$ cat src/ldc_consts.vh
// constants for the lcd drive control register bank
// assumes inclusion by its bare name from each design file
`ifndef LDC_CONSTS_VH
`define LDC_CONSTS_VH

// ----------------------------------------------------------------
// register word indices (byte address is four times the index)
// ----------------------------------------------------------------
`define LDC_IDX_CTRL 2'h0
`define LDC_IDX_SEL_LOW 2'h1
`define LDC_IDX_SEL_MID 2'h2
`define LDC_IDX_SEL_HIGH 2'h3
`define LDC_ADDR_W 4

// ----------------------------------------------------------------
// field positions of the control register
// ----------------------------------------------------------------
`define LDC_FRAME_BIT 7
`define LDC_BIAS_HI_BIT 6
`define LDC_BIAS_LO_BIT 5
`define LDC_MASTER_BIT 4

// ----------------------------------------------------------------
// implemented-bit masks and reset value
// ----------------------------------------------------------------
`define LDC_MASK_CTRL 8'hF0
`define LDC_MASK_SEL_LOW 8'hCF
`define LDC_MASK_SEL_MID 8'hDB
`define LDC_MASK_SEL_HIGH 8'h1F
`define LDC_RESET_BYTE 8'h00
`define LDC_PIN_EXISTS 24'h1FDBCF

// ----------------------------------------------------------------
// bias resistor codes
// ----------------------------------------------------------------
`define LDC_BIAS_LARGEST 2'h0
`define LDC_BIAS_LARGE 2'h1
`define LDC_BIAS_SMALL 2'h2
`define LDC_BIAS_SMALLEST 2'h3

// ----------------------------------------------------------------
// pin level codes
// ----------------------------------------------------------------
`define LDC_LVL_VSS 2'h0
`define LDC_LVL_THIRD 2'h1
`define LDC_LVL_TWO_THIRDS 2'h2
`define LDC_LVL_VDD 2'h3

// ----------------------------------------------------------------
// sizes
// ----------------------------------------------------------------
`define LDC_PIN_COUNT 21
`define LDC_BUS_W 32
`define LDC_BYTE_W 8
`define LDC_ZERO_PAD 24'h000000

`endif

$ cat src/ldc_reg_byte.v
// one byte of the register bank with a mask of implemented bits
// assumes a write strobe already qualified by the bus slave
`include "ldc_consts.vh"

module ldc_reg_byte #(
    parameter [7:0] IMPL_MASK = 8'hFF
) (
    input wire clk_in,
    input wire nrst_in,
    input wire wr_en_in,
    input wire [7:0] wr_data_in,
    output wire [7:0] value_out
);

    reg [7:0] value_q;
    wire [7:0] value_d;

    // masked bits never store, so reserved and unimplemented bits stay zero
    assign value_d = wr_en_in ? (wr_data_in & IMPL_MASK) : value_q;

    always @(posedge clk_in or negedge nrst_in) begin
        if (!nrst_in) begin
            value_q <= `LDC_RESET_BYTE;
        end else begin
            value_q <= value_d;
        end
    end

    assign value_out = value_q;

endmodule // ldc_reg_byte

$ cat src/ldc_pin_drive.v
// level selection for one shared common/segment pin
// assumes port data and pin-share select come from logic on clk_in
`include "ldc_consts.vh"

module ldc_pin_drive (
    input wire clk_in,
    input wire nrst_in,
    input wire pin_exists_in,
    input wire master_on_in,
    input wire frame_in,
    input wire is_segment_in,
    input wire port_data_in,
    input wire share_sel_in,
    output wire [1:0] level_out,
    output wire drive_out
);

    reg [1:0] level_q;
    reg [1:0] level_d;
    reg drive_q;
    wire drive_d;

    // port direction is not consulted: the lcd path drives on its own
    assign drive_d = pin_exists_in & master_on_in & share_sel_in;

    always @* begin
        level_d = `LDC_LVL_VSS;
        if (!master_on_in) begin
            level_d = `LDC_LVL_VSS;
        end else begin
            case ({frame_in, is_segment_in})
                2'h0: level_d = port_data_in ? `LDC_LVL_VDD : `LDC_LVL_THIRD;
                2'h1: level_d = port_data_in ? `LDC_LVL_VSS : `LDC_LVL_TWO_THIRDS;
                2'h2: level_d = port_data_in ? `LDC_LVL_VSS : `LDC_LVL_TWO_THIRDS;
                2'h3: level_d = port_data_in ? `LDC_LVL_VDD : `LDC_LVL_THIRD;
                default: level_d = `LDC_LVL_VSS;
            endcase
        end
    end

    always @(posedge clk_in or negedge nrst_in) begin
        if (!nrst_in) begin
            level_q <= `LDC_LVL_VSS;
            drive_q <= 1'b0;
        end else begin
            level_q <= level_d;
            drive_q <= drive_d;
        end
    end

    assign level_out = level_q;
    assign drive_out = drive_q;

endmodule // ldc_pin_drive

$ cat src/ldc_top.v
// lcd common/segment drive control registers and per-pin level selection
// assumes an avalon-mm master on clk_in and port data from same-clock logic
//
// How it works
// - control bit 7 picks frame polarity for all common and segment pins.
// - control bits 6..5 pick one of four bias ladder resistances, 00 largest.
// - control bit 4 is master on; when clear every pin sits at ground.
// - unimplemented control bits 3..0 and high select bits 7..6 read zero.
// - a role bit of 0 makes its pin common, 1 makes it segment.
// - low select bits 7,6,3..0 steer pins 7,6,3..0.
// - low select bits 5 and 4 are reserved and ignore writes.
// - mid bits 5 and 2, and high bit 5, are reserved and ignore writes.
// - high select bits 4..0 steer pins 20..16.
// - each pin level comes from frame bit and its own port data bit.
// - lcd driving needs no port direction setup by software.
// - frame 0 common vdd or third, segment vss or two thirds; frame 1 swaps.
`include "ldc_consts.vh"

module ldc_top (
    input wire clk_in,
    input wire nrst_in,
    input wire [`LDC_ADDR_W-1:0] avs_address_in,
    input wire avs_read_in,
    input wire avs_write_in,
    input wire [`LDC_BUS_W-1:0] avs_writedata_in,
    input wire [3:0] avs_byteenable_in,
    output wire [`LDC_BUS_W-1:0] avs_readdata_out,
    output wire avs_waitrequest_out,
    input wire [`LDC_PIN_COUNT-1:0] port_data_in,
    input wire [`LDC_PIN_COUNT-1:0] pin_share_sel_in,
    output wire [2*`LDC_PIN_COUNT-1:0] pin_level_out,
    output wire [`LDC_PIN_COUNT-1:0] pin_drive_out,
    output wire [`LDC_PIN_COUNT-1:0] pin_is_segment_out,
    output wire frame_out,
    output wire lcd_drive_master_on_out,
    output wire [3:0] bias_resistor_onehot_out
);

    // ----------------------------------------------------------------
    // functions
    // ----------------------------------------------------------------

    // word address hits a register; high address bits must be zero
    function mapped;
        input [`LDC_ADDR_W-1:0] addr;
        begin
            mapped = (addr[`LDC_ADDR_W-1:2] == 2'h0);
        end
    endfunction

    function [3:0] bias_onehot;
        input [1:0] code;
        begin
            case (code)
                `LDC_BIAS_LARGEST: bias_onehot = 4'h1;
                `LDC_BIAS_LARGE: bias_onehot = 4'h2;
                `LDC_BIAS_SMALL: bias_onehot = 4'h4;
                `LDC_BIAS_SMALLEST: bias_onehot = 4'h8;
                default: bias_onehot = 4'h1;
            endcase
        end
    endfunction

    // ----------------------------------------------------------------
    // avalon slave handshake
    // ----------------------------------------------------------------
    // every access takes two cycles: the first raises waitrequest,
    // the second completes; this keeps readdata registered
    reg ack_q;
    wire ack_d;
    wire req;
    wire hit;
    wire commit_wr;
    reg [`LDC_BUS_W-1:0] rdata_q;
    reg [`LDC_BUS_W-1:0] rdata_d;

    assign req = avs_read_in | avs_write_in;
    assign hit = mapped(avs_address_in);
    assign ack_d = req & ~ack_q;
    assign avs_waitrequest_out = req & ~ack_q;
    // write lands only at the edge where waitrequest is seen low
    assign commit_wr = avs_write_in & ack_q & hit & avs_byteenable_in[0];

    always @(posedge clk_in or negedge nrst_in) begin
        if (!nrst_in) begin
            ack_q <= 1'b0;
        end else begin
            ack_q <= ack_d;
        end
    end

    // ----------------------------------------------------------------
    // register bytes
    // ----------------------------------------------------------------
    wire [7:0] ctrl_val;
    wire [7:0] sel_low_val;
    wire [7:0] sel_mid_val;
    wire [7:0] sel_high_val;
    wire wr_ctrl;
    wire wr_low;
    wire wr_mid;
    wire wr_high;

    assign wr_ctrl = commit_wr & (avs_address_in[1:0] == `LDC_IDX_CTRL);
    assign wr_low = commit_wr & (avs_address_in[1:0] == `LDC_IDX_SEL_LOW);
    assign wr_mid = commit_wr & (avs_address_in[1:0] == `LDC_IDX_SEL_MID);
    assign wr_high = commit_wr & (avs_address_in[1:0] == `LDC_IDX_SEL_HIGH);

    // masks keep reserved and unimplemented bits at zero
    ldc_reg_byte #(
        .IMPL_MASK(`LDC_MASK_CTRL)
    ) u_ctrl (
        .clk_in(clk_in),
        .nrst_in(nrst_in),
        .wr_en_in(wr_ctrl),
        .wr_data_in(avs_writedata_in[`LDC_BYTE_W-1:0]),
        .value_out(ctrl_val)
    );

    // bits 5..4 reserved, never altered
    ldc_reg_byte #(
        .IMPL_MASK(`LDC_MASK_SEL_LOW)
    ) u_sel_low (
        .clk_in(clk_in),
        .nrst_in(nrst_in),
        .wr_en_in(wr_low),
        .wr_data_in(avs_writedata_in[`LDC_BYTE_W-1:0]),
        .value_out(sel_low_val)
    );

    // bits 5 and 2 reserved, never altered
    ldc_reg_byte #(
        .IMPL_MASK(`LDC_MASK_SEL_MID)
    ) u_sel_mid (
        .clk_in(clk_in),
        .nrst_in(nrst_in),
        .wr_en_in(wr_mid),
        .wr_data_in(avs_writedata_in[`LDC_BYTE_W-1:0]),
        .value_out(sel_mid_val)
    );

    // bit 5 reserved, bits 7..6 absent
    ldc_reg_byte #(
        .IMPL_MASK(`LDC_MASK_SEL_HIGH)
    ) u_sel_high (
        .clk_in(clk_in),
        .nrst_in(nrst_in),
        .wr_en_in(wr_high),
        .wr_data_in(avs_writedata_in[`LDC_BYTE_W-1:0]),
        .value_out(sel_high_val)
    );

    // ----------------------------------------------------------------
    // read path
    // ----------------------------------------------------------------
    // unmapped addresses read as zero; writes to them are dropped
    always @* begin
        rdata_d = {`LDC_ZERO_PAD, `LDC_RESET_BYTE};
        if (hit) begin
            case (avs_address_in[1:0])
                `LDC_IDX_CTRL: rdata_d = {`LDC_ZERO_PAD, ctrl_val};
                `LDC_IDX_SEL_LOW: rdata_d = {`LDC_ZERO_PAD, sel_low_val};
                `LDC_IDX_SEL_MID: rdata_d = {`LDC_ZERO_PAD, sel_mid_val};
                `LDC_IDX_SEL_HIGH: rdata_d = {`LDC_ZERO_PAD, sel_high_val};
                default: rdata_d = {`LDC_ZERO_PAD, `LDC_RESET_BYTE};
            endcase
        end
    end

    // captured in the wait cycle, stands through the completing edge
    always @(posedge clk_in or negedge nrst_in) begin
        if (!nrst_in) begin
            rdata_q <= {`LDC_ZERO_PAD, `LDC_RESET_BYTE};
        end else if (avs_read_in & ~ack_q) begin
            rdata_q <= rdata_d;
        end
    end

    assign avs_readdata_out = rdata_q;

    // ----------------------------------------------------------------
    // control fields
    // ----------------------------------------------------------------
    wire frame_sel;
    wire master_on;
    wire [1:0] bias_code;
    reg [3:0] bias_q;
    reg frame_q;
    reg master_q;

    assign frame_sel = ctrl_val[`LDC_FRAME_BIT];
    assign master_on = ctrl_val[`LDC_MASTER_BIT];
    assign bias_code = {ctrl_val[`LDC_BIAS_HI_BIT], ctrl_val[`LDC_BIAS_LO_BIT]};

    always @(posedge clk_in or negedge nrst_in) begin
        if (!nrst_in) begin
            bias_q <= 4'h1;
            frame_q <= 1'b0;
            master_q <= 1'b0;
        end else begin
            bias_q <= bias_onehot(bias_code);
            frame_q <= frame_sel;
            master_q <= master_on;
        end
    end

    assign bias_resistor_onehot_out = bias_q;
    assign frame_out = frame_q;
    assign lcd_drive_master_on_out = master_q;

    // ----------------------------------------------------------------
    // pin role mapping and level generation
    // ----------------------------------------------------------------
    // pin n lines up with bit n of the three select bytes in a row
    wire [23:0] role_all;
    wire [23:0] pin_exists;
    reg [`LDC_PIN_COUNT-1:0] seg_q;

    assign role_all = {sel_high_val, sel_mid_val, sel_low_val};
    assign pin_exists = `LDC_PIN_EXISTS;

    always @(posedge clk_in or negedge nrst_in) begin
        if (!nrst_in) begin
            seg_q <= {`LDC_PIN_COUNT{1'b0}};
        end else begin
            seg_q <= role_all[`LDC_PIN_COUNT-1:0];
        end
    end

    assign pin_is_segment_out = seg_q;

    genvar gi;
    generate
        for (gi = 0; gi < `LDC_PIN_COUNT; gi = gi + 1) begin : g_pin
            // level from frame and port data; ground while off
            // drive enable ignores port direction
            ldc_pin_drive u_drive (
                .clk_in(clk_in),
                .nrst_in(nrst_in),
                .pin_exists_in(pin_exists[gi]),
                .master_on_in(master_on),
                .frame_in(frame_sel),
                .is_segment_in(role_all[gi]),
                .port_data_in(port_data_in[gi]),
                .share_sel_in(pin_share_sel_in[gi]),
                .level_out(pin_level_out[2*gi+1:2*gi]),
                .drive_out(pin_drive_out[gi])
            );
        end
    endgenerate

endmodule // ldc_top

$ cat config.mk
export PLATFORM = sky130hd
export DESIGN_NAME = ldc_top
export DESIGN_NICKNAME = d
export VERILOG_FILES = /design/src/ldc_reg_byte.v /design/src/ldc_pin_drive.v /design/src/ldc_top.v
export VERILOG_INCLUDE_DIRS = /design/src
export SDC_FILE = /design/constraint.sdc
export NUM_CORES = 1
export LEC_CHECK = 0
export BUFFER_PORTS_ARGS = -buffer_cell sky130_fd_sc_hd__buf_4
export CORE_ASPECT_RATIO = 1.5
export CORE_MARGIN = 5
export CORE_UTILIZATION = 40
export CTS_BUF_LIST = sky130_fd_sc_hd__clkbuf_2 sky130_fd_sc_hd__clkbuf_4 sky130_fd_sc_hd__clkbuf_8
export DETAILED_ROUTE_END_ITERATION = 16
export GPL_ROUTABILITY_DRIVEN = 0
export PLACE_DENSITY = 0.69
export SLEW_MARGIN = 20
export SYNTH_ARGS = -nofsm -noshare
export SYNTH_HDL_FRONTEND = slang
export SYNTH_HIERARCHICAL = 1
export SYNTH_SLANG_ARGS = --single-unit
export TNS_END_PERCENT = 5
$ cat constraint.sdc
create_clock -name clk_in -period 2.8 [get_ports clk_in]
set_input_delay 0.28 -clock clk_in [delete_from_list [all_inputs] [get_ports clk_in]]
set_output_delay 0.28 -clock clk_in [all_outputs]
set_load 0.1 [all_outputs]
==> results.md <==
Clock tree:
- The H-tree level count is 4.
- In this run, CTS created clock tree buffers numbering 17.
- Once the clock tree was built, the setup fixing pass inserted 0 buffers.
- The post-CTS clock slew at the launch and capture registers of the worst setup and hold paths is 70 ps.
- The longest clock path from root to sink contains 2 buffers.
- At the later pin of the worst-skew pair, clock insertion delay measures 420 ps.
- The clock sink count is 120.
- TritonCTS built the clock tree.
- CTS placed an instance of sky130_fd_sc_hd__clkbuf_8 at the clock tree root.

Logic synthesis:
- The xor and xnor area share after synthesis is 3.78%.
- The average cell area after synthesis is 14.2 µm².
- The predominant post-synthesis flop cell is sky130_fd_sc_hd__dfrtp_1.
- The post-synthesis instance area is 4860 µm².
- The synthesized netlist devotes 1.44% of its cell area to compound gates.
- The top cell type's share of synthesized area is 61.2%.
- The post-synthesis adder-cell area fraction is 0%.
- By instance count, the leading cell after synthesis is sky130_fd_sc_hd__dfrtp_1.
- The count of different cell masters after synthesis is 25.
- By area the synthesized netlist is led by sky130_fd_sc_hd__dfrtp_1 61%, sky130_fd_sc_hd__buf_4 5.4%, sky130_fd_sc_hd__mux2i_1 4.3%, sky130_fd_sc_hd__xnor2_1 3.8%, sky130_fd_sc_hd__mux2_4 3.7%.
- The area fraction in and, or, nand and nor cells after synthesis is 12.2%.
- The proportion of synthesized flip-flops having asynchronous set or reset is 100%.
- The count of yosys warnings during synthesis is 6.
- The number of enable flip-flop cells after synthesis is 0.
- The number of synthesized register bits is 120.
- The commonest cells after synthesis are 119 x sky130_fd_sc_hd__dfrtp_1, 35 x sky130_fd_sc_hd__buf_4, 22 x sky130_fd_sc_hd__nand2b_1.
- The cell type with the highest aggregate area in the netlist is sky130_fd_sc_hd__dfrtp_1.
- The portion of the post-synthesis area used by sequential elements is 61.8%.
- The number of cells produced by synthesis is 342.
- The largest family of logic cells by synthesized area is multiplexers.
- The fraction of synthesized area in multiplexers is 14.1%.

Power:
- The internal power of the cells totals 3.46 mW.
- The clock power share is 30.5%.
- The register share of total power is 35.4%.
- The total power density per cell area is 863 nW/µm².
- The power share of the combinational group is 34.0%.
- The cell leakage power is 3.56 nW.
- The net switching fraction of the power is 40.0%.
- The worst IR drop on VDD is 0.499 mV.
- The switching component of the power is 2.30 mW.

Floorplan:
- The die covers 14500 µm².
- The number of primary I/O pins is 209.
- For this configuration, the core starts out at a cell density of 40.7%.
- The floorplan has 49 rows.
- The area of the core region is 12000 µm².
- From bottom edge to top edge, the die measures 145 µm.
- The x dimension of the die is 100 µm.

STA:
- Across the routed clock network, the largest skew measured is 12.9 ps.
- Setup repair after global routing left no endpoint under its margin.
- The number of setup violations in the final report is 0.
- Based on the critical path, the design can be clocked at up to 0.492 GHz.
- At the pin with the least slew margin, the transition time is 929 ps.
- The worst pin sits at a relative slew slack of 37.9%.
- The final number of hold-violating endpoints is 0.
- The max-slew violation count is 0.
- Dividing the final minimum period by the clock period gives 72.5%.
- The total negative setup slack is 0 ps.
- The worst path needs 2030 ps of the cycle, external delays included.
- The least setup slack across all paths after layout is 769 ps.
- The tightest hold path in the finished design has a slack of 92.2 ps.

Global route:
- The largest net degree at the start of global routing is 67.
- The number of antenna violations at the first check in global routing is 0.
- Global routing consumed, over all layers together, 15.4% of the routing resources.
- The global route total overflow is 0.
- The wire length of the first global-routing pass is 17300 µm.
- The via count of the first global-routing pass is 3254.

Critical path:
- The critical path is of the reg2reg type.
- The capture point of the critical path is u_sel_high/value_out[4].
- At the worst endpoint, the arrival time is 2320 ps.
- The worst path required time is 3090 ps.
- The launch point of the worst reg-to-reg path is ack_q.
- The endpoint class of the critical path is a flip-flop.
- The beginning of the critical path is ack_q.
- The endpoint identified for the worst register-to-register timing path is u_sel_high/value_out[4].
- Along the worst path, the maximum fanout reaches 4.
- The sort of element at the start of the critical path is a flip-flop.
- The setup check on the worst reg-to-reg path leaves a slack of 770 ps.
- The length in cells of the worst reg-to-reg path is 4.

Routing:
- The wire length reported by the detailed router is 10600 µm.
- The number of optimization iterations in the first detailed-route pass is 5.
- The via count of the routed design is 3058.
- The number of DRC violations after detailed-routing iteration 0 is 68.
- The number of nets still failing antenna checks after routing is 0.
- The average via count per standard cell is 4.35.
- The remaining routing DRC violations is 0.
- Dividing the detail-routed wire length by the instance count gives 15.1 µm.

Place:
- Prior to clock tree synthesis, the placed netlist has a worst setup slack of 725 ps.
- The cell area reported after detailed placement is 6200 µm².
- Port buffering added 157 buffers.
- Summed over all nets, the half-perimeter wirelength after detailed placement is 7820 µm.

Run status:
- The run finished with clean final reports.

Cells and area:
- From synthesis to final layout, the design area changed by 37.2%.
- The final core utilization is 55.8%.
- The layout cell share with drive strength beyond 1 is 45.1%.
- After the last flow step, the layout net total stands at 623.
- The final antenna diode count is 0.
- The final design area excluding fillers is 6680 µm².
- The count of fill cells added during filler insertion is 1035.

Worst hold path:
- The type of the worst min-delay path is in2reg.

Job:
- The tool flagged a number of max-cap violations equal to 0.
-- critical path: stages, from the launching register on --
cell                       delay (ps)
sky130_fd_sc_hd__dfrtp_1          400
sky130_fd_sc_hd__nand4b_1         260
sky130_fd_sc_hd__nor4bb_1         680
sky130_fd_sc_hd__buf_4            250
sky130_fd_sc_hd__mux2_2           330
-- cells by family (layout without fill, tap and decap cells) --
group / count (synthesis) / count (layout)
and+or+nand+nor: 97 / 97
other: 6 / 56
muxes: 50 / 50
DFF: 120 / 120
xor gates and xnor gates: 21 / 21
AOI/OAI and AO/OA: 8 / 8
buffers and inverters: 40 / 198
-- timing repair --
| action | 4_1_cts | 5_1_grt |
|---|---|---|
| hold buffers | 1 | 0 |
| resized for setup | 0 | 0 |
| endpoints found under the hold margin | 69 | 0 |
-- metrics by stage --
stage | instances | power (mW)
2_1_floorplan | 392 | 3.62
3_3_place_gp | 670 | 4.03
3_5_place_dp | 670 | 4.05
4_1_cts | 703 | 5.84
5_1_grt | 703 | 5.99
6_report | 703 | 5.76
-- metal layers --
layer / track usage (%) / routed length (µm) / up-vias
met2: 26.2 / 5800 / 116
met3: 6.39 / 869 / 9
met4: 5.26 / 129 / 0
met5: 0 / 0 / -
met1: 17.4 / 3840 / 1477
li1: - / - / 1456
-- worst min-delay path by stage --
stage | startpoint | slack (ps) | depth (start not counted) | endpoint
floorplan | nrst_in | -20 | 0 | ack_q
global placement | nrst_in | 90 | 1 | g_pin[6].u_drive/level_out[0]
detailed placement | nrst_in | 90 | 1 | g_pin[6].u_drive/level_out[0]
CTS | avs_writedata_in[5] | 60 | 2 | u_ctrl/value_out[5]
global route | pin_share_sel_in[7] | 60 | 2 | g_pin[7].u_drive/drive_out
finish | avs_writedata_in[5] | 90 | 2 | u_ctrl/value_out[5]
-- registers in the layout, summed over array words and instances, names as in the netlist, 4 cells and up --
signal,count
avs_readdata_out,8
u_sel_high/value_out,5
g_pin.u_drive/drive_out,21
bias_resistor_onehot_out,4
u_sel_mid/value_out,6
g_pin.u_drive/level_out,42
pin_is_segment_out,21
u_sel_low/value_out,6
u_ctrl/value_out,4
-- power by group through the flow --
stage               logic (mW)  clock network [mW]  registers [mW]
floorplan                0.500                   0            3.12
global route              2.03                1.89            2.07
global placement          1.96                   0            2.07
finish                    1.96                1.76            2.04
CTS                       1.98                1.81            2.04
detailed placement        1.97                   0            2.08
-- cell usage in the layout (no fill, tap or decap), types with 2 or more instances in the layout --
cell type / n
sky130_fd_sc_hd__nand2b_1: 22
sky130_fd_sc_hd__conb_1: 56
sky130_fd_sc_hd__dfrtp_1: 118
sky130_fd_sc_hd__mux4_1: 4
sky130_fd_sc_hd__nor4b_2: 3
sky130_fd_sc_hd__mux4_2: 4
sky130_fd_sc_hd__nor2_1: 3
sky130_fd_sc_hd__mux2_4: 12
sky130_fd_sc_hd__and3_1: 21
sky130_fd_sc_hd__nor2b_1: 2
sky130_fd_sc_hd__bufinv_16: 4
sky130_fd_sc_hd__nand2_1: 21
sky130_fd_sc_hd__a22o_1: 8
sky130_fd_sc_hd__xnor2_1: 21
sky130_fd_sc_hd__mux2i_1: 21
sky130_fd_sc_hd__mux2_2: 9
sky130_fd_sc_hd__clkbuf_8: 21
sky130_fd_sc_hd__and2_2: 21
sky130_fd_sc_hd__clkinvlp_4: 3
sky130_fd_sc_hd__buf_4: 164
-- final cells by class --
type / instances / area, µm² / area share (%)
clock buffer: 22 / 297 / 4.44
clock inverter: 10 / 165 / 2.47
multi-input combinational: 232 / 1760 / 26.3
sequential: 120 / 3010 / 45.0
tap: 153 / 191 / 2.87
timing repair buffer: 166 / 1260 / 18.9
Note: power is estimated with default switching activity, not from simulation.
